$ cat config.mk
export PLATFORM = sky130hd
export DESIGN_NAME = adcdc_top
export DESIGN_NICKNAME = d
export VERILOG_FILES = /design/src/shared/adcdc_pkg.sv /design/src/rtl/adcdc_top.sv
export SDC_FILE = /design/constraint.sdc
export NUM_CORES = 1
export LEC_CHECK = 0
export ABC_CLOCK_PERIOD_IN_PS = 4000
export BUFFER_PORTS_ARGS = -buffer_cell sky130_fd_sc_hd__buf_4
export CAP_MARGIN = 20
export CORE_UTILIZATION = 45
export DETAILED_ROUTE_END_ITERATION = 7
export PLACE_DENSITY = 0.77
export SYNTH_ARGS = -nofsm -noshare
export SYNTH_HDL_FRONTEND = slang
export SYNTH_SLANG_ARGS = --single-unit
$ cat constraint.sdc
create_clock -name clk_i -period 4 [get_ports clk_i]
set_input_delay 0.4 -clock clk_i [delete_from_list [all_inputs] [get_ports clk_i]]
set_output_delay 0.4 -clock clk_i [all_outputs]
set_load 0.05 [all_outputs]
$ cat src/shared/adcdc_pkg.sv
// Functional notes
// - results are compared only while the enable bit is set, and writing it to zero clears the event flag.
// - with the global interrupt enable set an interrupt follows the event flag, with it clear none is raised on cmp_irq_o.
// - hardware sets the read-only event flag when any enabled condition is true for a result.
// - a bus read of the control word, which holds the input id field, clears the event flag.
// - on an event the 6-bit input id field loads the monitored input number; codes 45 to 63 are reserved.
// - in normal mode only inputs 0 to 31 are compared; in sensing mode inputs up to 44 are accepted.
// - in sensing mode the 16-bit difference positive minus negative is captured on each hit while the global interrupt enable is set.
// - the captured difference is signed and is stored as computed, whatever the fraction format setting.
// - the between condition flags results with low limit <= result <= high limit.
// - control bits 15 to 14 read as zero.
package adcdc_pkg;
  localparam logic [7:0] ADCDC_CTRL_OFS = 8'h00;
  localparam logic [7:0] ADCDC_LIMIT_OFS = 8'h04;
  localparam logic [7:0] ADCDC_MODE_OFS = 8'h08;
  localparam logic [7:0] ADCDC_ISTAT_OFS = 8'h0c;
  localparam logic [7:0] ADCDC_IMASK_OFS = 8'h10;
  localparam int ADCDC_EN_BIT = 7;
  localparam int ADCDC_GIE_BIT = 6;
  localparam int ADCDC_FLAG_BIT = 5;
  localparam int ADCDC_ID_LSB = 8;
  localparam int ADCDC_DIFF_LSB = 16;
  localparam logic [5:0] ADCDC_NORMAL_MAX_ID = 6'h1f;
  localparam logic [5:0] ADCDC_SENSE_MAX_ID = 6'h2c;
  localparam logic [31:0] ADCDC_RESET_WORD = 32'h0000_0000;
  typedef struct packed {
    logic valid;
    logic [5:0] id;
    logic [15:0] data;
    logic [15:0] pos;
    logic [15:0] neg;
  } adcdc_result_type;
endpackage

$ cat src/rtl/adcdc_top.sv
// Local design decisions: the placing of the registers and register access over Wishbone.
`timescale 1ns/1ps
`default_nettype none
module adcdc_top
  import adcdc_pkg::*;
(
  // system
  input wire logic clk_i,
  input wire logic rst_i,
  // wishbone slave
  input wire logic cyc_i,
  input wire logic stb_i,
  input wire logic we_i,
  input wire logic [7:0] adr_i,
  input wire logic [3:0] sel_i,
  input wire logic [31:0] dat_i,
  output logic [31:0] dat_o,
  output logic ack_o,
  output logic err_o,
  // conversion core
  input wire adcdc_result_type res_i,
  // interrupts
  output logic cmp_irq_o,
  output logic int_o
);
  logic [7:0] cfg_reg;
  logic flag_reg;
  logic [5:0] id_reg;
  logic [15:0] diff_reg;
  logic [31:0] limit_reg;
  logic [1:0] mode_reg;
  logic ist_reg;
  logic imask_reg;
  logic ack_reg;
  logic err_reg;
  logic [31:0] dat_reg;
  logic irq_reg;
  logic int_reg;

  wire req = cyc_i & stb_i & ~ack_reg & ~err_reg;
  wire sel_ctrl = adr_i == ADCDC_CTRL_OFS;
  wire sel_lim = adr_i == ADCDC_LIMIT_OFS;
  wire sel_mode = adr_i == ADCDC_MODE_OFS;
  wire sel_ist = adr_i == ADCDC_ISTAT_OFS;
  wire sel_imsk = adr_i == ADCDC_IMASK_OFS;
  wire mapped = sel_ctrl | sel_lim | sel_mode | sel_ist | sel_imsk;
  wire wr = req & we_i & mapped;
  wire rd = req & ~we_i & mapped;
  wire wr_ctrl = wr & sel_ctrl & sel_i[0];
  wire en_next = wr_ctrl ? dat_i[ADCDC_EN_BIT] : cfg_reg[ADCDC_EN_BIT];
  wire en_off = wr_ctrl & ~dat_i[ADCDC_EN_BIT];
  wire rd_id = rd & sel_ctrl;
  wire sense = mode_reg[0];
  wire [15:0] lo = limit_reg[15:0];
  wire [15:0] hi = limit_reg[31:16];
  wire fraction_format = mode_reg[1];

  function automatic logic ge16(input logic [15:0] a, input logic [15:0] b, input logic sgn);
    ge16 = sgn ? ($signed(a) >= $signed(b)) : (a >= b);
  endfunction

  // fractional results are signed, integer ones compared unsigned
  wire [15:0] d = res_i.data;
  wire id_ok = sense ? (res_i.id <= ADCDC_SENSE_MAX_ID)
                     : (res_i.id <= ADCDC_NORMAL_MAX_ID);
  wire c_btw = cfg_reg[4] & ge16(d, lo, fraction_format) & ge16(hi, d, fraction_format);
  wire c_hihi = cfg_reg[3] & ge16(d, hi, fraction_format);
  wire c_hilo = cfg_reg[2] & ~ge16(d, hi, fraction_format);
  wire c_lohi = cfg_reg[1] & ge16(d, lo, fraction_format);
  wire c_lolo = cfg_reg[0] & ~ge16(d, lo, fraction_format);
  wire hit = res_i.valid & cfg_reg[ADCDC_EN_BIT] & id_ok
             & (c_btw | c_hihi | c_hilo | c_lohi | c_lolo);
  wire [15:0] diff = 16'(res_i.pos - res_i.neg);
  // a new hit beats a read clear; disable beats both
  wire flag_next = en_off ? 1'b0 : (hit ? 1'b1 : (rd_id ? 1'b0 : flag_reg));
  wire irq_next = flag_next & (wr_ctrl ? dat_i[ADCDC_GIE_BIT] : cfg_reg[ADCDC_GIE_BIT]);
  wire ev = hit & ~flag_reg;
  wire ist_next = ev | (ist_reg & ~(wr & sel_ist & sel_i[0] & dat_i[0]));
  wire [31:0] ctrl_word = {diff_reg, 2'b00, id_reg, cfg_reg[7:6], flag_reg, cfg_reg[4:0]};
  wire [31:0] rd_mux = sel_ctrl ? ctrl_word :
                       sel_lim ? limit_reg :
                       sel_mode ? {30'h0, mode_reg} :
                       sel_ist ? {31'h0, ist_reg} : {31'h0, imask_reg};

  always_ff @(posedge clk_i) begin
    if (rst_i) begin
      cfg_reg <= ADCDC_RESET_WORD[7:0];
      flag_reg <= 1'b0;
      id_reg <= 6'h00;
      diff_reg <= 16'h0000;
      limit_reg <= ADCDC_RESET_WORD;
      mode_reg <= 2'h0;
      ist_reg <= 1'b0;
      imask_reg <= 1'b0;
      ack_reg <= 1'b0;
      err_reg <= 1'b0;
      dat_reg <= 32'h0000_0000;
      irq_reg <= 1'b0;
      int_reg <= 1'b0;
    end else begin
      if (wr_ctrl) begin
        cfg_reg <= {en_next, dat_i[ADCDC_GIE_BIT], 1'b0, dat_i[4:0]};
      end
      if (wr & sel_lim) begin
        limit_reg <= dat_i;
      end
      if (wr & sel_mode & sel_i[0]) begin
        mode_reg <= dat_i[1:0];
      end
      if (wr & sel_imsk & sel_i[0]) begin
        imask_reg <= dat_i[0];
      end
      flag_reg <= flag_next;
      if (hit) begin
        id_reg <= res_i.id;
        if (sense & cfg_reg[ADCDC_GIE_BIT]) begin
          diff_reg <= diff;
        end
      end
      ist_reg <= ist_next;
      irq_reg <= irq_next;
      int_reg <= ist_next & imask_reg;
      ack_reg <= req & mapped;
      err_reg <= req & ~mapped;
      dat_reg <= rd ? rd_mux : 32'h0000_0000;
    end
  end

  assign dat_o = dat_reg;
  assign ack_o = ack_reg;
  assign err_o = err_reg;
  assign cmp_irq_o = irq_reg;
  assign int_o = int_reg;
endmodule
`default_nettype wire

# Yosys cells after proc, flatten, opt, wreduce, memory -nomap -nowiden
# Index checks and enable logic that the tools add are counted.
# classes
n_mux,12
reduce_logical,4
n_lt_le_gt_ge,8
n_eq_ne,4
n_bitwise,54
add_sub_neg,1
# ops
operator,count
$ge A16 B16 Y1,6
$mux W32,2
$and A1 B1 Y1,35
$eq A8 B4 Y1 const B,2
$sub A16 B16 Y16,1
$not A1 Y1,10
$mux W1,9
$or A1 B1 Y1,9
$eq A8 B3 Y1 const B,1
$eq A8 B5 Y1 const B,1
$logic_not A8 Y1,1
$le A6 B5 Y1 const B,1
$le A6 B6 Y1 const B,1
$reduce_or A3 Y1,1
$mux W2,1
$reduce_and A2 Y1,1
$reduce_or A2 Y1,1
# totals
input_bits,104
output_inout_bits,36
ff_bits,102

# Logic depth before layout (Yosys ltp)
# depth
ltp_word,13
depth_mapped,11

# Worst setup path after synthesis
# No wires, ideal clock.
# synth_timing
path_kind,input -> register
from,input res_i[37] (netlist bit)
to,register diff_reg[10]
path_stages,10
path_buffers,1
required_ns,3.879
path_slack_ns,0.887
arrival_ns,2.992
cell_sequence,ha_1 > a211oi_1 > o21ai_0 > nor4b_1 > nor4_1 > mux2_4 > a2111o_1 > o2111ai_4 > buf_12 > mux2_4
# synth_via
elab_chain_len,10
# synth_rtl
element,line,rtl
"start, declared",adcdc_top.sv:21,"input wire adcdc_result_type res_i,"
$ge A16 B16 Y1,adcdc_top.sv:59,ge16 = sgn ? ($signed(a) >= $signed(b)) : (a >= b);
$mux W1,adcdc_top.sv:59,
$and A1 B1 Y1 (2 in series),adcdc_top.sv:66,"wire c_btw = cfg_reg[4] & ge16(d, lo, fraction_format) & ge16(hi, d, fraction_format);"
$or A1 B1 Y1 (3 in series),adcdc_top.sv:72,& (c_btw | c_hihi | c_hilo | c_lohi | c_lolo);
$or A1 B1 Y1 *,adcdc_top.sv:72,
$and A1 B1 Y1 *,adcdc_top.sv:72,
$reduce_and A2 Y1 (no line) *,n/a,
"end signal, assigned",adcdc_top.sv:117,diff_reg <= diff;
"end, declared",adcdc_top.sv:29,logic [15:0] diff_reg;
# Every way passes the cells marked *; elsewhere a longest branch is shown, timed or not.
# A chain may end at the register's enable or synchronous reset.

# Final worst setup path
# layout_timing
from,register limit_reg[5]
to,register diff_reg[2]
# layout_via
elab_chain_len,10
# layout_rtl
element,line,rtl
"start, declared",adcdc_top.sv:30,logic [31:0] limit_reg;
"start signal, assigned",adcdc_top.sv:105,limit_reg <= dat_i;
$ge A16 B16 Y1,adcdc_top.sv:59,
$mux W1 *,adcdc_top.sv:59,
$and A1 B1 Y1 (2 in series),adcdc_top.sv:66,
$or A1 B1 Y1 (3 in series),adcdc_top.sv:72,
$or A1 B1 Y1 *,adcdc_top.sv:72,
$and A1 B1 Y1 *,adcdc_top.sv:72,
$reduce_and A2 Y1 (no line) *,n/a,
# Marked as above.

==> impl_metrics.py <==
metrics = {
    "synthesis": {
        "synth_seq_cells": 102,
        "synth.top_cells.by_area": "sky130_fd_sc_hd__dfxtp_1 (35%), sky130_fd_sc_hd__ha_1 (13%), sky130_fd_sc_hd__mux2i_1 (8.3%), sky130_fd_sc_hd__nor2_1 (5.7%), sky130_fd_sc_hd__inv_1 (4.5%)",
        "synth_top_cells_by_count": "sky130_fd_sc_hd__dfxtp_1 (102), sky130_fd_sc_hd__nor2_1 (90), sky130_fd_sc_hd__inv_1 (70)",
        "netlist.top_cell.by_area": "sky130_fd_sc_hd__dfxtp_1",
        "synthesis.yosys.warnings": 0,
        "synth_cell_types": 59,
        "synth_enable_flop_cells": 0,
        "synth_seq_area_share_pct": 34.7,
        "synth_nets": 828,
        "yosys.cell_count.top_type": "sky130_fd_sc_hd__dfxtp_1",
        "post_synth.cell_area_avg_sq_um": 8.91,
        "yosys.area.top_type_share_pct": 34.7,
        "yosys_most_used_dff": "sky130_fd_sc_hd__dfxtp_1",
        "synth_async_sr_flop_share_pct": 0,
        "cell_area_after_synthesis_sq_um": 5880,
        "syn_inst": 660,
    },
    "final_layout": {
        "antenna_cells": 0,
        "nets": 957,
        "layout.filler_cells": 1147,
        "area_delta_synth_final_pct": 25.8,
        "post_route_cells_drive_above_1_share_pct": 23.9,
    },
    "place": {
        "pre_cts_slack_ps": 453,
        "buffer_ports.inserted": 136,
        "gp_routability_congestion": 0.884,
        "dp_hpwl_mm": 10.8,
    },
    "power_and_ir_drop": {
        "static-leakage-power_nw": 3.47,
        "max_vdd_drop_mv": 0.185,
        "pwr_density_cell_nw_per_um2": 298,
    },
    "timing": {
        "timing.setup.tns_ps": 0,
        "finalHoldViolations": 0,
        "final_max_slew_viols": 0,
        "postLayoutSetupSlackWorst_ps": 589,
        "rsz0062_at_grt": "false",
        "worst_hold_slack_ps": 225,
        "post-route-min-period_ps": 3410,
        "skew_ps": 10.9,
        "finalSetupViolations": 0,
        "worst_slew_pin_slew_ps": 909,
        "period_share_pct": 85.3,
        "max_freq_mhz": 293,
        "timing.slew.headroom_pct": 39.4,
    },
    "critical_path": {
        "cp_num_buf_inv": 2,
        "cells_along_the_critical_path": "inv_1, ha_1, a211oi_1, o21ai_0, nor4b_1, nor4_1, mux2_4, a2111o_1, o2111ai_4, buf_4, mux2_2",
        "end_kind": "flip-flop",
        "path_class": "reg2reg",
        "cpPeakStageDelay_ps": 490,
        "critical_path.top_delay_family": "compound AO/OA/AOI/OAI gates",
        "cp.arrival_ps": 3650,
        "crit_required_ps": 4240,
        "timing.critical_path.from_type": "flip-flop",
        "crit_fanout": 16,
        "critical-path-slowest-cell": "sky130_fd_sc_hd__a2111o_1",
    },
    "cts": {
        "clk_pin_slew_ps": 70,
        "cell_at_the_root_of_the_clock_tree": "sky130_fd_sc_hd__clkbuf_16",
        "cts-htree-levels": 3,
        "clk-insertion-delay-late_ps": 360,
        "tritoncts": "built",
        "cts_setup_buffers": 0,
        "cts_sinks": 102,
        "cts_made_buffers": 9,
        "cts_hold_repair.buffers": 0,
        "cts_resized": 0,
        "clockBufferDepth": 2,
    },
    "detailed_routing": {
        "antenna_violating_nets_post_route": 0,
        "route.detailed.vias_per_inst": 5.13,
        "firstDrtPassIters": 5,
        "via_count": 4955,
        "drt-initial-drc-count": 347,
        "avgRoutedWirePerCell_um": 14.8,
        "detail_route.wirelength_mm": 14.3,
        "drc": 0,
    },
    "global_route": {
        "grt_start_max_net_pins": 95,
        "gr-total-overflow": 0,
        "wire_length_of_the_first_global_routing_pass_mm": 22.4,
        "antenna_violations_before_repair": 0,
        "grt.total_usage_pct": 21.6,
        "first_global_vias": 4543,
    },
    "floorplan": {
        "design.portCount": 140,
        "floorplan.die.width_um": 116,
        "coreArea_sq_um": 12700,
        "dieHeight_um": 116,
        "placement_rows": 41,
        "start_util_pct": 46.4,
        "die_area_sq_um": 13500,
    },
    "min_path": {
        "worst_hold_path_type": "in2reg",
    },
    "outcome": {
        "status": "complete, no violations",
    },
    "run": {
        "drv_cap": 0,
    },
}
worst reg2reg max path: stages (launching register included):
cell                        delay (ps)
sky130_fd_sc_hd__dfxtp_1           360
sky130_fd_sc_hd__inv_1              70
sky130_fd_sc_hd__ha_1              290
sky130_fd_sc_hd__a211oi_1          240
sky130_fd_sc_hd__o21ai_0           130
sky130_fd_sc_hd__nor4b_1           170
sky130_fd_sc_hd__nor4_1            320
sky130_fd_sc_hd__mux2_4            350
sky130_fd_sc_hd__a2111o_1          490
sky130_fd_sc_hd__o2111ai_4         200
sky130_fd_sc_hd__buf_4             300
sky130_fd_sc_hd__mux2_2            380
kinds of logic (layout without fill, tap and decap cells):
kind of cell / after synthesis / in the layout / synth area share (%)
muxes: 68 / 68 / 12.9
AOI/OAI and AO/OA: 110 / 110 / 13.1
xor gates and xnor gates: 9 / 9 / 1.34
and+or+nand+nor: 211 / 211 / 17.8
DFF: 102 / 102 / 34.7
adders and majority gates: 64 / 64 / 13.7
buffers and inverters: 96 / 230 / 6.42
routing by layer:
metal | track usage [%] | vias to the layer above | wire (um)
met4 | 7.09 | 0 | 206
met1 | 30.6 | 2259 | 7090
met5 | 0 | - | 0
met2 | 33.6 | 146 | 6280
li1 | - | 2535 | -
met3 | 3.27 | 15 | 688
cell type report:
cell class | count | area [sq um] | share of cell area (%)
tap | 172 | 215 | 2.91
clock inverter | 7 | 80.1 | 1.08
inverter | 70 | 263 | 3.55
clock buffer | 9 | 225 | 3.04
multi-input combinational | 462 | 3470 | 46.9
timing repair buffer | 144 | 1100 | 14.9
sequential | 102 | 2040 | 27.6
report_power, final:
part / switching (W) / internal (W) / total (W)
Clock: 0.000414 / 0.000493 / 0.000907
Sequential: 0.000000198 / 0.00101 / 0.00102
Combinational: 0.000140 / 0.000147 / 0.000287
metrics by stage:
step | std cells | util, % | area, sq um | total power (W)
after floorplan | 660 | - | 5880 | 0.00120
after CTS | 965 | 58.2 | 7370 | 0.00222
final | 966 | 58.4 | 7400 | 0.00221
after global placement | 949 | 55.8 | 7070 | 0.00132
after detailed placement | 949 | 55.8 | 7070 | 0.00132
after global routing | 966 | 58.4 | 7400 | 0.00229
cells in the final DEF (no fill, tap or decap), drive strengths merged, types with 3 or more instances in the layout:
| cell type | Yosys | routed |
|---|---|---|
| a21o | 3 | 3 |
| nor4b | 3 | 3 |
| buf | 8 | 144 |
| nor3b | 3 | 3 |
| dfxtp | 102 | 102 |
| nand4 | 8 | 8 |
| clkbuf | 18 | 9 |
| nor3 | 17 | 17 |
| xnor2 | 8 | 8 |
| o21ai | 19 | 19 |
| nor4 | 5 | 5 |
| a211oi | 6 | 6 |
| or2 | 3 | 3 |
| a21oi | 21 | 21 |
| ha | 63 | 63 |
| or3 | 4 | 4 |
| nand2b | 16 | 16 |
| and3 | 5 | 5 |
| mux2 | 18 | 18 |
| a2111oi | 3 | 3 |
| o22ai | 4 | 4 |
| nor2 | 90 | 90 |
| nand3 | 6 | 6 |
| nand2 | 21 | 21 |
| o21a | 6 | 6 |
| a22oi | 28 | 28 |
| o211ai | 5 | 5 |
| mux2i | 49 | 49 |
| inv | 70 | 72 |
| clkinv | 0 | 3 |
| nor2b | 24 | 24 |
worst paths after layout:
check                           cells after the start                  endpoint                      start  slack (ps)
worst min-delay path                                2          ack_o$_SDFF_PP0_                      rst_i         230
worst max register to register                     11  diff_reg[2]$_SDFFE_PP0P_  limit_reg[5]$_SDFFE_PP0P_         590
worst max-delay path                               11  diff_reg[2]$_SDFFE_PP0P_  limit_reg[5]$_SDFFE_PP0P_         590
worst min register to register                      2    id_reg[0]$_SDFFE_PP0P_     id_reg[0]$_SDFFE_PP0P_         480
No activity file was read; power rests on OpenSTA's default activity.
